===== src/pkg/fba_pkg.sv =====
// shared constants, register map and pin bundles for the alu host controller
package fba_pkg;

    // ------------------------------------------------------------
    // timing
    // ------------------------------------------------------------
    localparam int CLK_PERIOD_NS = 10;
    localparam int SETTLE_NS = 100;
    // least time, so round up to whole cycles
    localparam int SETTLE_CYC = (SETTLE_NS + CLK_PERIOD_NS - 1) / CLK_PERIOD_NS;
    localparam int SYNC_STAGES = 2;
    // drive flop + settle + sampling chain
    localparam int WAIT_CYC = 1 + SETTLE_CYC + SYNC_STAGES;

    // ------------------------------------------------------------
    // register map
    // ------------------------------------------------------------
    localparam logic [7:0] REG_CTRL = 8'h00;
    localparam logic [7:0] REG_STATUS = 8'h04;
    localparam logic [7:0] REG_PRESET = 8'h08;
    localparam logic [31:0] CTRL_RST = 32'h0000_0000;

    // ctrl fields
    localparam int CTRL_LHS_LSB = 0;
    localparam int CTRL_RHS_LSB = 4;
    localparam int CTRL_OP_LSB = 8;
    localparam int CTRL_MODE_BIT = 12;
    localparam int CTRL_CIN_BIT = 13;
    localparam int CTRL_POL_BIT = 14;
    localparam int CTRL_WIDTH = 15;

    // status fields
    localparam int ST_RESULT_LSB = 0;
    localparam int ST_COUT_BIT = 4;
    localparam int ST_RELAY_BIT = 5;
    localparam int ST_CREATE_BIT = 6;
    localparam int ST_EQ_BIT = 7;
    localparam int ST_BUSY_BIT = 8;
    localparam int ST_MISMATCH_BIT = 9;

    // preset commands
    localparam logic [1:0] PRESET_CMP = 2'h1;
    localparam logic [1:0] PRESET_AND = 2'h2;

    // op codes, line 3 is the msb
    localparam logic [3:0] OP_SUB = 4'h6;
    localparam logic [3:0] OP_ANDCHK = 4'h4;

    localparam logic [1:0] RESP_OKAY = 2'h0;
    localparam logic [1:0] RESP_SLVERR = 2'h2;

    // ------------------------------------------------------------
    // pin bundles
    // ------------------------------------------------------------
    typedef struct packed {
        logic mode;
        logic carry_in;
        logic [3:0] op_code;
        logic [3:0] rhs_word;
        logic [3:0] lhs_word;
    } fba_drive_t;

    typedef struct packed {
        logic eq_flag;
        logic create;
        logic relay;
        logic carry_out;
        logic [3:0] result_word;
    } fba_sense_t;

    typedef enum logic [1:0] {ST_IDLE, ST_SETTLE} fba_state_t;

endpackage


===== src/rtl/fba_host.sv =====
// host controller that drives the 4-bit alu pins from axi4-lite registers
//
// The AXI4-Lite register port and the placing of the registers were chosen for this implementation.
`timescale 1ns/1ns
module fba_host
    import fba_pkg::*;
(
    // clock and reset
    input wire logic core_clk_in,
    input wire logic sys_rst_in,
    // axi4-lite write
    input wire logic [7:0] s_axi_awaddr_in,
    input wire logic s_axi_awvalid_in,
    output logic s_axi_awready_out,
    input wire logic [31:0] s_axi_wdata_in,
    input wire logic [3:0] s_axi_wstrb_in,
    input wire logic s_axi_wvalid_in,
    output logic s_axi_wready_out,
    output logic [1:0] s_axi_bresp_out,
    output logic s_axi_bvalid_out,
    input wire logic s_axi_bready_in,
    // axi4-lite read
    input wire logic [7:0] s_axi_araddr_in,
    input wire logic s_axi_arvalid_in,
    output logic s_axi_arready_out,
    output logic [31:0] s_axi_rdata_out,
    output logic [1:0] s_axi_rresp_out,
    output logic s_axi_rvalid_out,
    input wire logic s_axi_rready_in,
    // alu pins
    output fba_drive_t dev_drive_out,
    input wire fba_sense_t dev_sense_in
);

    // ------------------------------------------------------------
    // helpers
    // ------------------------------------------------------------
    function automatic logic is_reg(input logic [7:0] a, input logic [7:0] r);
        is_reg = (a[7:2] == r[7:2]);
    endfunction

    logic aw_held_r, w_held_r, awready_r, wready_r, bvalid_r;
    logic [1:0] bresp_r;
    logic [7:0] awaddr_r;
    logic [31:0] wdata_r;
    logic [3:0] wstrb_r;
    logic arready_r, rvalid_r;
    logic [1:0] rresp_r;
    logic [31:0] rdata_r;
    logic [CTRL_WIDTH-1:0] ctrl_r, ctrl_nxt;
    fba_drive_t drv_r;
    fba_sense_t sync1_r, sync2_r;
    logic [3:0] res_r;
    logic cout_r, relay_r, create_r, eq_r, mismatch_r, busy_r;
    fba_state_t state_r;
    logic [7:0] cnt_r;
    logic start_r;
    logic aw_take, w_take, wr_fire, ar_take, hit_ctrl, hit_preset;

    assign aw_take = s_axi_awvalid_in & awready_r;
    assign w_take = s_axi_wvalid_in & wready_r;
    assign wr_fire = aw_held_r & w_held_r & ~bvalid_r;
    assign ar_take = s_axi_arvalid_in & arready_r;
    assign hit_ctrl = is_reg(awaddr_r, REG_CTRL);
    assign hit_preset = is_reg(awaddr_r, REG_PRESET);

    // ------------------------------------------------------------
    // axi write channel
    // ------------------------------------------------------------
    // one write in flight; ready returns only after the response is taken
    always_ff @(posedge core_clk_in) begin
        if (sys_rst_in) begin
            aw_held_r <= 1'b0;
            w_held_r <= 1'b0;
            awready_r <= 1'b1;
            wready_r <= 1'b1;
            bvalid_r <= 1'b0;
            bresp_r <= RESP_OKAY;
            awaddr_r <= 8'h00;
            wdata_r <= 32'h0000_0000;
            wstrb_r <= 4'h0;
        end else begin
            if (aw_take) begin
                aw_held_r <= 1'b1;
                awaddr_r <= s_axi_awaddr_in;
                awready_r <= 1'b0;
            end
            if (w_take) begin
                w_held_r <= 1'b1;
                wdata_r <= s_axi_wdata_in;
                wstrb_r <= s_axi_wstrb_in;
                wready_r <= 1'b0;
            end
            if (wr_fire) begin
                aw_held_r <= 1'b0;
                w_held_r <= 1'b0;
                bvalid_r <= 1'b1;
                bresp_r <= (hit_ctrl | hit_preset) ? RESP_OKAY : RESP_SLVERR;
            end
            if (bvalid_r && s_axi_bready_in) begin
                bvalid_r <= 1'b0;
                awready_r <= 1'b1;
                wready_r <= 1'b1;
            end
        end
    end

    // ------------------------------------------------------------
    // control register and presets
    // ------------------------------------------------------------
    always_comb begin
        ctrl_nxt = ctrl_r;
        if (hit_ctrl) begin
            if (wstrb_r[0])
                ctrl_nxt[7:0] = wdata_r[7:0];
            if (wstrb_r[1])
                ctrl_nxt[CTRL_WIDTH-1:8] = wdata_r[CTRL_WIDTH-1:8];
        end else if (hit_preset && wstrb_r[0]) begin
            if (wdata_r[1:0] == PRESET_CMP) begin
                ctrl_nxt[CTRL_OP_LSB +: 4] = OP_SUB;
                ctrl_nxt[CTRL_MODE_BIT] = 1'b0;
                ctrl_nxt[CTRL_CIN_BIT] = 1'b1;
            end else if (wdata_r[1:0] == PRESET_AND) begin
                ctrl_nxt[CTRL_OP_LSB +: 4] = OP_ANDCHK;
                ctrl_nxt[CTRL_MODE_BIT] = 1'b1;
            end
        end
    end

    always_ff @(posedge core_clk_in) begin
        if (sys_rst_in) begin
            ctrl_r <= CTRL_RST[CTRL_WIDTH-1:0];
            start_r <= 1'b0;
        end else begin
            start_r <= wr_fire & (hit_ctrl | hit_preset);
            if (wr_fire)
                ctrl_r <= ctrl_nxt;
        end
    end

    // ------------------------------------------------------------
    // pin drive
    // ------------------------------------------------------------
    always_ff @(posedge core_clk_in) begin
        if (sys_rst_in) begin
            drv_r <= '0;
        end else begin
            drv_r.lhs_word <= ctrl_r[CTRL_LHS_LSB +: 4];
            drv_r.rhs_word <= ctrl_r[CTRL_RHS_LSB +: 4];
            drv_r.op_code <= ctrl_r[CTRL_OP_LSB +: 4];
            drv_r.mode <= ctrl_r[CTRL_MODE_BIT];
            // active-high view: carry pin is active low
            drv_r.carry_in <= ctrl_r[CTRL_CIN_BIT] ^ ctrl_r[CTRL_POL_BIT];
        end
    end

    // ------------------------------------------------------------
    // sampling and capture
    // ------------------------------------------------------------
    // device is combinational, so only a settle wait separates drive and read
    always_ff @(posedge core_clk_in) begin
        if (sys_rst_in) begin
            sync1_r <= '0;
            sync2_r <= '0;
        end else begin
            sync1_r <= dev_sense_in;
            sync2_r <= sync1_r;
        end
    end

    always_ff @(posedge core_clk_in) begin
        if (sys_rst_in) begin
            state_r <= ST_IDLE;
            cnt_r <= 8'h00;
            busy_r <= 1'b0;
        end else if (start_r) begin
            // a new ctrl or preset write restarts the wait
            state_r <= ST_SETTLE;
            cnt_r <= 8'h00;
            busy_r <= 1'b1;
        end else begin
            unique case (state_r)
                ST_IDLE: begin
                    busy_r <= 1'b0;
                end
                ST_SETTLE: begin
                    if (cnt_r == 8'(WAIT_CYC - 1)) begin
                        state_r <= ST_IDLE;
                        busy_r <= 1'b0;
                    end else begin
                        cnt_r <= cnt_r + 8'h01;
                    end
                end
                default: begin
                    state_r <= ST_IDLE;
                end
            endcase
        end
    end

    always_ff @(posedge core_clk_in) begin
        if (sys_rst_in) begin
            res_r <= 4'h0;
            cout_r <= 1'b0;
            relay_r <= 1'b0;
            create_r <= 1'b0;
            eq_r <= 1'b0;
            mismatch_r <= 1'b0;
        end else if (state_r == ST_SETTLE && cnt_r == 8'(WAIT_CYC - 1)) begin
            res_r <= sync2_r.result_word;
            cout_r <= sync2_r.carry_out ^ ctrl_r[CTRL_POL_BIT];
            relay_r <= sync2_r.relay;
            create_r <= sync2_r.create;
            eq_r <= sync2_r.eq_flag;
            // equal words: flag released high while relay is low
            mismatch_r <= sync2_r.eq_flag == sync2_r.relay;
        end
    end

    // ------------------------------------------------------------
    // axi read channel
    // ------------------------------------------------------------
    always_ff @(posedge core_clk_in) begin
        if (sys_rst_in) begin
            arready_r <= 1'b1;
            rvalid_r <= 1'b0;
            rresp_r <= RESP_OKAY;
            rdata_r <= 32'h0000_0000;
        end else if (ar_take) begin
            arready_r <= 1'b0;
            rvalid_r <= 1'b1;
            rresp_r <= RESP_OKAY;
            rdata_r <= 32'h0000_0000;
            if (is_reg(s_axi_araddr_in, REG_CTRL)) begin
                rdata_r[CTRL_WIDTH-1:0] <= ctrl_r;
            end else if (is_reg(s_axi_araddr_in, REG_STATUS)) begin
                rdata_r[ST_RESULT_LSB +: 4] <= res_r;
                rdata_r[ST_COUT_BIT] <= cout_r;
                rdata_r[ST_RELAY_BIT] <= relay_r;
                rdata_r[ST_CREATE_BIT] <= create_r;
                rdata_r[ST_EQ_BIT] <= eq_r;
                rdata_r[ST_BUSY_BIT] <= busy_r;
                rdata_r[ST_MISMATCH_BIT] <= mismatch_r;
            end else if (!is_reg(s_axi_araddr_in, REG_PRESET)) begin
                rresp_r <= RESP_SLVERR;
            end
        end else if (rvalid_r && s_axi_rready_in) begin
            rvalid_r <= 1'b0;
            arready_r <= 1'b1;
        end
    end

    assign s_axi_awready_out = awready_r;
    assign s_axi_wready_out = wready_r;
    assign s_axi_bvalid_out = bvalid_r;
    assign s_axi_bresp_out = bresp_r;
    assign s_axi_arready_out = arready_r;
    assign s_axi_rvalid_out = rvalid_r;
    assign s_axi_rresp_out = rresp_r;
    assign s_axi_rdata_out = rdata_r;
    assign dev_drive_out = drv_r;
endmodule


===== config.mk =====
export PLATFORM = sky130hd
export DESIGN_NAME = fba_host
export DESIGN_NICKNAME = d
export VERILOG_FILES = /design/src/pkg/fba_pkg.sv /design/src/rtl/fba_host.sv
export SDC_FILE = /design/constraint.sdc
export NUM_CORES = 1
export LEC_CHECK = 0
export BUFFER_PORTS_ARGS = -buffer_cell sky130_fd_sc_hd__buf_2
export CAP_MARGIN = 15
export CORE_MARGIN = 2
export CORE_UTILIZATION = 51
export DETAILED_ROUTE_END_ITERATION = 12
export PLACE_DENSITY = 0.87
export SLEW_MARGIN = 20
export SYNTH_ARGS = -nofsm -noshare
export SYNTH_HDL_FRONTEND = slang
export SYNTH_SLANG_ARGS = --single-unit

===== constraint.sdc =====
create_clock -name core_clk_in -period 2.2 [get_ports core_clk_in]
set_input_delay 0.33 -clock core_clk_in [delete_from_list [all_inputs] [get_ports core_clk_in]]
set_output_delay 0.33 -clock core_clk_in [all_outputs]
set_load 0.05 [all_outputs]

-- Yosys cells after proc, flatten, opt, wreduce, memory -nomap -nowiden
Cells that the tools add are included.
- bits in registers: 117
- input bits: 67
- add/subtract/negate cells: 1
- equality and inequality tests: 12
- muxes and demuxes: 23
- bitwise logic cells: 12
- reductions and logical operators: 23
- operators with widths (operator ; number):
    10-bit two-way mux ; 2
    6-bit two-way mux ; 3
    5-bit two-way mux ; 3
    6-bit by 2-bit == test with 1-bit output (second input constant) ; 2
    6-bit logical NOT ; 2
    2-bit two-way mux ; 5
    8-bit by 1-bit adder with 8-bit output (second input constant) ; 1
    8-bit by 4-bit == test with 1-bit output (second input constant) ; 1
    1-bit two-way mux ; 8
    2-bit AND reduction ; 4
    4-bit AND reduction ; 2
    1-bit bitwise AND ; 6
    6-bit by 1-bit == test with 1-bit output (second input constant) ; 1
    2-bit inequality test (second input constant) ; 3
    3-bit AND reduction ; 2
    2-bit nonzero test ; 3
    3-bit nonzero test ; 2
    2-bit OR reduction ; 3
    2-bit by 1-bit == test with 1-bit output (second input constant) ; 2
    1-bit logical AND ; 4
    2-bit case mux with 2 select lines ; 1
    3-bit inequality test (second input constant) ; 1
    1-bit NOT ; 3
    2-bit == test (second input constant) ; 1
    5 further kinds ; 6

-- Logic depth before layout (Yosys ltp)
Gate-level depths: netlist of the first run.
- depth in word-level cells: 5
- depth in mapped cells: 7
- depth with buffers taken out: 6

-- Worst setup path after synthesis of the first run
Ideal clock, no wire load.
- path kind: register to register
- start: reg wready_r, in the netlist s_axi_wready_out
- end: reg wdata_r[0]
- setup time: 0.070 ns
- arrival: 1.541 ns
- data required time: 2.130 ns
- slack: 0.588 ns
- stages on the path, launching flop included: 6
- path buffers: 2
- path through: dfxtp_1 and2_1 clkbuf_1 clkbuf_1 nand2_1 a21oi_1
- longest elaborated chain between the ends: 1
- ends and longest elaborated chain (element ; RTL line ; source):
    start, declared ; fba_host.sv:42 ; logic aw_held_r, w_held_r, awready_r, wready_r, bvalid_r;
    start signal, assigned ; fba_host.sv:76 ; wready_r <= 1'b1;
    start signal, assigned ; fba_host.sv:92 ; wready_r <= 1'b0;
    start signal, assigned ; fba_host.sv:103 ; wready_r <= 1'b1;
    1-bit bitwise AND ; fba_host.sv:61 ; assign w_take = s_axi_wvalid_in & wready_r;
    end signal, assigned ; fba_host.sv:90 ; wdata_r <= s_axi_wdata_in;
    end, declared ; fba_host.sv:45 ; logic [31:0] wdata_r;
No other way between the ends.
A chain may end at the register's enable or synchronous reset.

-- Worst setup path in the final report of the first run
- start: reg awaddr_r[2]
- end: reg ctrl_r[6]
- longest elaborated chain between the ends: 2
- ends and longest elaborated chain (element ; RTL line ; source):
    start, declared ; fba_host.sv:44 ; logic [7:0] awaddr_r;
    start signal, assigned ; fba_host.sv:85 ; awaddr_r <= s_axi_awaddr_in;
    6-bit logical NOT ; fba_host.sv:39 ; is_reg = (a[7:2] == r[7:2]);
    3-bit AND reduction (no line) ; n/a ;
    end signal, assigned ; fba_host.sv:132 ; ctrl_r <= CTRL_RST[CTRL_WIDTH-1:0];
    end signal, assigned ; fba_host.sv:137 ; ctrl_r <= ctrl_nxt;
    end, declared ; fba_host.sv:50 ; logic [CTRL_WIDTH-1:0] ctrl_r, ctrl_nxt;
No other way between the ends.

==> results of run 1 <==
-- metrics by stage --
step                      cells  worst slack [ns]  util [%]
after floorplan             459            0.5882         -
after global placement      605            0.3904     58.17
after detailed placement    605            0.3672     58.17
after CTS                   621            0.3484     60.56
after global routing        621            0.1505     60.56
final                       621            0.3384     60.56
-- path summary, 6_finish.rpt --
path / startpoint / to / slack, ns / cells after the start
max: awaddr_r[2] / ctrl_r[6] / 0.34 / 4
min: dev_sense_in[3] / sync1_r[3] / 0.16 / 2
max reg2reg: awaddr_r[2] / ctrl_r[6] / 0.34 / 4
min reg2reg: sync1_r[0] / sync2_r[0] / 0.45 / 1
-- power by group --
part           total, mW  switching [mW]  leakage, nW  internal (mW)
registers           2.13          0.0407        0.913           2.09
clock network       1.18           0.655        0.100          0.524
logic              0.403           0.294         1.13          0.109
total               3.71           0.990         2.14           2.72
-- registers in the layout, summed over array words and instances, names as in the netlist, 2 cells and up --
register and count:
cnt_r 8, sync1_r 8, wstrb_r 2, awaddr_r 6, sync2_r 8, ctrl_r 15
s_axi_rdata_out 15, dev_drive_out 14, res_r 4, wdata_r 15
-- layout make-up --
cell class / count / area, µm²
Tap cell: 102 / 127.6
Timing Repair Buffer: 85 / 440.4
Fill cell: 679 / 3079
Multi-Input combinational cell: 297 / 1698
Sequential cell: 112 / 2242
Clock inverter: 6 / 58.81
Inverter: 9 / 33.78
Clock buffer: 10 / 127.6
-- logic make-up (layout without fill, tap and decap cells) --
| group | after synthesis | after routing |
|---|---|---|
| and+or+nand+nor | 171 | 171 |
| buffers and inverters | 50 | 110 |
| xor gates and xnor gates | 8 | 8 |
| DFF | 112 | 112 |
| muxes | 20 | 20 |
| AOI/OAI and AO/OA | 77 | 77 |
| adders and majority gates | 2 | 2 |
| other | 1 | 19 |
-- cells in the final DEF, fill, tap and decap left out, types with 12 or more instances in the layout --
cell type | synthesis | layout
nor2b_1 | 29 | 29
dfxtp_1 | 112 | 112
nor2_1 | 44 | 44
o21ai_0 | 19 | 19
nand2_1 | 54 | 54
conb_1 | 1 | 19
a21oi_1 | 39 | 39
buf_2 | 2 | 79
mux2i_1 | 20 | 20
nand3_1 | 12 | 12
-- per-layer routing --
layer	vias up	share of wire, %	GRT usage [%]	routed length [µm]
met5	-	0	0	0
met1	1556	43	24.99	3697
li1	1592	-	-	-
met3	11	5.5	5.859	467
met2	98	50	34.70	4229
met4	0	1.4	7.609	123
==> results by group, run 1 <==
Status
  – Outcome: complete, no violations

Global route
  – Total track usage: roughly a fifth
  – Initial antenna violation count: 0
  – Vias in the first global route: slightly above 3,000
  – GRT overflow: 0
  – Largest net degree at the start of global routing: 40
  – Global-route wire length before repair: approximately 14,000 µm

STA
  – Tcrit/Tclk final: a little over four fifths
  – RSZ-0062 raised after global routing: no
  – Worst-margin pin slew: ~0.67 ns
  – Clock Skews: 0.007106 ns
  – Slew margin rel.: between 50% and 60%
  – Fin crit period: 1.862 ns
  – Fmax: around 540 MHz
  – Slew Limit Fails: 0
  – Setup-failing EPs final: 0
  – Hold Slack: around 0.16 ns
  – Total negative slack: 0 ns
  – Hold Fails Final Rpt: 0

Clock network
  – CTS tree: built
  – Post-CTS resize count: 0
  – Num CTS Buffers: 9
  – Clock buffer depth: 2
  – # H-tree levels: 3
  – CTS Sinks: around 110
  – Worst-skew pair later-pin latency: 0.37 ns
  – Cts hold-fix bufs: 0
  – CTS clock-pin slew for the worst setup and hold paths: roughly 0.10 ns
  – Post-CTS setup buffers: 0
  – CTS root buf: clkbuf_8

Job
  – Max-cap violations: 0

Critical path
  – Worst setup path class: reg2reg
  – Slowest cell on crit path: nor4_1
  – Delay-heaviest family, CP: simple AND/OR/NAND/NOR gates
  – Critical path peak fanout: 8
  – Crit path buffers/inverters: 0
  – CP Capture Type: flop
  – Startpoint types: flop
  – CP max stage delay: around 0.56 ns
  – Cells along the critical path: nor4_1 > nand4_2 > mux2i_1 > nor2_1
  – Worst Path Arrival: roughly 2.1 ns
  – WP data required: roughly 2.5 ns

Detailed routing
  – First-pass detailed-route iteration total: 4
  – Vias: approximately 3,300
  – DRC errors left: 0
  – Drt total wl: about 8500 µm
  – Vias per cell: 5.245
  – Routed Antenna Nets: 0
  – Initial DRC count: ~200
  – Routed len/inst: ~14 µm

Final layout
  – Nets@finish: 583
  – Share of post-route cells with drive strength above 1: 21.58%
  – Antenna cells: 0
  – Area delta synth->final: 14.17%
  – Post-Layout Inst Area: ~4700 µm²

Placement
  – Post-DP HPWL: ~6000 µm
  – Final RePlAce weighted congestion: 0.8676
  – Port-buffer cells: 79
  – Placed inst area: roughly 4500 µm²

Synthesis
  – Ys Warns: 0
  – Post-synthesis mux area share: under 10%
  – Post-Synth XOR/XNOR Area: under 10%
  – Synth top cells by count: dfxtp_1, nand2_1, nor2_1
  – Synth unique cells: 47
  – Async S/R FF share, synth: 0%
  – Synth Area in Compound Gates: between 10% and 20%
  – Seq cells post-synth: around 110
  – Syn Std Cell Area: 4141 µm²
  – Post-synthesis sequential area ratio: a little over half
  – Post-synthesis simple-gate area fraction: a little over a fifth
  – Synth top area share: 54.14%
  – Adder-cell area share of the yosys netlist: 0.6042%
  – Post-synth top area cell: dfxtp_1
  – Count leader, synth: dfxtp_1
  – Combinational family with the most area after synthesis: simple AND/OR/NAND/NOR gates
  – Cells taking the most area after synthesis: dfxtp_1, nand2_1, mux2i_1, a21oi_1, nor2b_1
  – Avg Inst Size Synth: between 9 and 10 µm²
  – Post-synthesis cell count: 441
  – Main flop type after synthesis: dfxtp_1
  – EDFF count, synth: 0

Floorplanning
  – FP Rows: 32
  – IO Pins: between 100 and 150
  – Die ar.: between 8000 and 9000 µm²
  – Core ar.: between 7000 and 8000 µm²
  – Die X: 94.12 µm
  – Initial Utilization: roughly 53%
  – Die Ht: about 94 µm

Hold path
  – Hold Path Class: in2reg

Power and ir drop
  – Pleak: about 2.1 nW
  – Peak supply drop: around 0.00039 V
  – Pwr per Cell Area: slightly below 800 nW/µm²
  – Tot Pwr: 3.713 mW
(Power assumes the default switching activity.)
==> run 2: changes to the inputs <==
ABC_AREA = 1   (was default)
CORE_UTILIZATION = 47   (was 51)
PLACE_DENSITY = 0.84   (was 0.87)
clock period = 1.65 ns   (was 2.2 ns; I/O delays follow)
==> run 2 against run 1 <==
Effect of this change: non-clock buffer count grew 2; wire length grew 5.9%; combinational power grew 75%; global-route usage shrank 2.3 points; clock power grew 36%; first-iteration DRC count shrank 29%; largest cell class unchanged.
==> results by group, run 2 <==
Detailed routing
  – Drt total wl: 9020 µm
  – Initial DRC count: between 100 and 150
  – Vias per cell: between 4 and 5
  – Routed Antenna Nets: 0
  – DRC errors left: 0
  – First-pass detailed-route iteration total: 5
  – Routed len/inst: 11.90 µm
  – Vias: approximately 3,600

Power and ir drop
  – Sequential power share: 55.5%
  – Sw Ratio: roughly 28%
  – NetSw: approximately 1.5 mW
  – Clock network fraction of total power: a little under a third
  – Peak supply drop: about 0.00055 V
  – Pleak: around 2.3 nW
  – Tot Pwr: slightly above 5 mW
  – Pint: between 3 and 4 mW
  – Share of total power in combinational logic: a little over an eighth
  – Pwr per Cell Area: 1039 nW/µm²

Synthesis
  – Synth unique cells: 33
  – EDFF count, synth: 0
  – Seq cells post-synth: ~110
  – Main flop type after synthesis: dfxtp_1
  – Cells taking the most area after synthesis: dfxtp_1, nor2_1, nand2_1, inv_1, a21oi_1
  – Avg Inst Size Synth: slightly below 8 µm²
  – Count leader, synth: nor2_1
  – Post-synthesis sequential area ratio: slightly above 50%
  – Ys Warns: 0
  – Synth top cells by count: nor2_1, dfxtp_1, nand2_1
  – Syn Std Cell Area: 4384 µm²
  – Synth top area share: between 50% and 60%
  – Post-synthesis cell count: 565
  – Post-synth top area cell: dfxtp_1
  – Async S/R FF share, synth: 0%

STA
  – Total negative slack: 0 ns
  – Fmax: between 600 and 700 MHz
  – RSZ-0062 raised after global routing: no
  – Setup-failing EPs final: 0
  – Clock Skews: about 0.0094 ns
  – Slew Limit Fails: 0
  – Fin crit period: 1.437 ns
  – Tcrit/Tclk final: 87.08%
  – Hold Fails Final Rpt: 0
  – Hold Slack: just over 0.08 ns

Hold path
  – Hold Path Class: in2reg

Global route
  – Vias in the first global route: approximately 3,400
  – Largest net degree at the start of global routing: 35
  – Global-route wire length before repair: roughly 15,000 µm
  – GRT overflow: 0
  – Total track usage: 18.30%
  – Initial antenna violation count: 0

Clock network
  – CTS clock-pin slew for the worst setup and hold paths: 0.10 ns
  – Post-CTS resize count: 0
  – Clock buffer depth: 2
  – CTS root buf: clkbuf_8
  – CTS tree: built
  – CTS Sinks: 112
  – # H-tree levels: 3
  – Num CTS Buffers: 9
  – Cts hold-fix bufs: 0
  – Worst-skew pair later-pin latency: about 0.36 ns
  – Post-CTS setup buffers: 0

Critical path
  – Startpoint types: flop
  – WP data required: 1.96 ns
  – Worst setup path class: reg2reg
  – Worst Path Arrival: between 1.5 and 2 ns
  – CP Capture Type: flop
  – Critical path peak fanout: 10

Status
  – Outcome: complete, no violations

Job
  – Max-cap violations: 0

Final layout
  – Antenna cells: 0
  – Storage element area: roughly 2200 µm²
  – Multi-input logic area: 1720 µm²
  – Share of post-route cells with drive strength above 1: 19.94%
  – Fillers: about 820
  – Most frequent cells in the layout: nor2_1, dfxtp_1, nand2_1
  – Most common cell after layout, fill and taps aside: nor2_1
  – Nets@finish: between 700 and 800
  – Area delta synth->final: 14.13%

Floorplanning
  – Initial Utilization: between 40% and 50%
  – Die Ht: ~100 µm
  – IO Pins: about 120
  – Die X: 100.6 µm
  – Core ar.: between 9000 and 10,000 µm²
  – FP Rows: 35
  – Die ar.: 10,120 µm²

Placement
  – Final RePlAce weighted congestion: ~0.86
  – Port-buffer cells: ~80
  – Post-DP HPWL: around 6600 µm
run 2: cell types whose count changed after synthesis, moves of 5 or more:
cell	before	now
o21ai_0	19	29
nor2b_1	29	0
o21ai_1	0	24
nand2_1	54	86
mux2i_1	20	0
a221oi_1	10	0
inv_2	0	6
nor2_1	44	120
buf_2	2	7
nor2_4	0	7
a21oi_1	39	32
inv_1	8	60
clkbuf_1	15	7
nand3_1	12	18
run 2: area by class of cell:
class                      instances  area share [%]
clock buffer                      10           2.751
clock inverter                     5           1.150
inverter                          67           5.026
multi-input combinational        366           34.38
sequential                       112           44.81
tap                              111           2.776
timing repair buffer              87           9.102
run 2: worst max-delay path: stages (launching register included):
cell     delay [ns]
dfxtp_1        0.41
inv_1          0.06
ha_1           0.22
nand2_1        0.07
nor2_1         0.06
nor2_4         0.21
nand3_1        0.13
nand2_1        0.08
nand2_1        0.04
nor2_1         0.09
run 2: through the flow:
step                utilization, %  instance area, µm²  setup slack, ns  instances
floorplan                        -                4452           0.1771        583
detailed placement           52.54                4808           0.2394        743
CTS                          54.67                5004           0.2184        758
finish                       54.67                5004           0.2131        758
global route                 54.67                5004          0.06160        758
global placement             52.54                4808           0.3069        743
run 2: logic make-up after synthesis:
logic type / synth area share, %
flops: 51.14
fa+ha+maj: 0.5707
simple gates: 25.86
compound gates: 10.19
other cells: 0.08553
buf+inv: 11.16
xor+xnor: 0.9990
run 2: worst paths after layout:
check             cells after the start            start  slack [ns]          to
setup / recovery                      9         cnt_r[0]        0.21    cnt_r[4]
hold / removal                        3  dev_sense_in[1]        0.08  sync1_r[1]
setup reg to reg                      9         cnt_r[0]        0.21    cnt_r[4]
hold reg to reg                       2       sync1_r[6]        0.40  sync2_r[6]
run 2: power by group through the flow:
stage	sequential (mW)	clock, mW	combinational [mW]
2_1_floorplan	3.07	0	0.440
3_3_place_gp	2.94	0	0.689
3_5_place_dp	2.95	0	0.704
4_1_cts	2.88	1.63	0.708
5_1_grt	2.90	1.73	0.779
6_report	2.89	1.61	0.705
run 2: routing by layer:
layer	GRT usage (%)	wire (µm)	vias up	part of all wire [%]
li1	-	-	1872	-
met1	21.79	3970	1620	44
met2	32.46	4425	99	49
met3	3.329	443	17	4.9
met4	7.271	181	0	2.0
met5	0	0	-	0
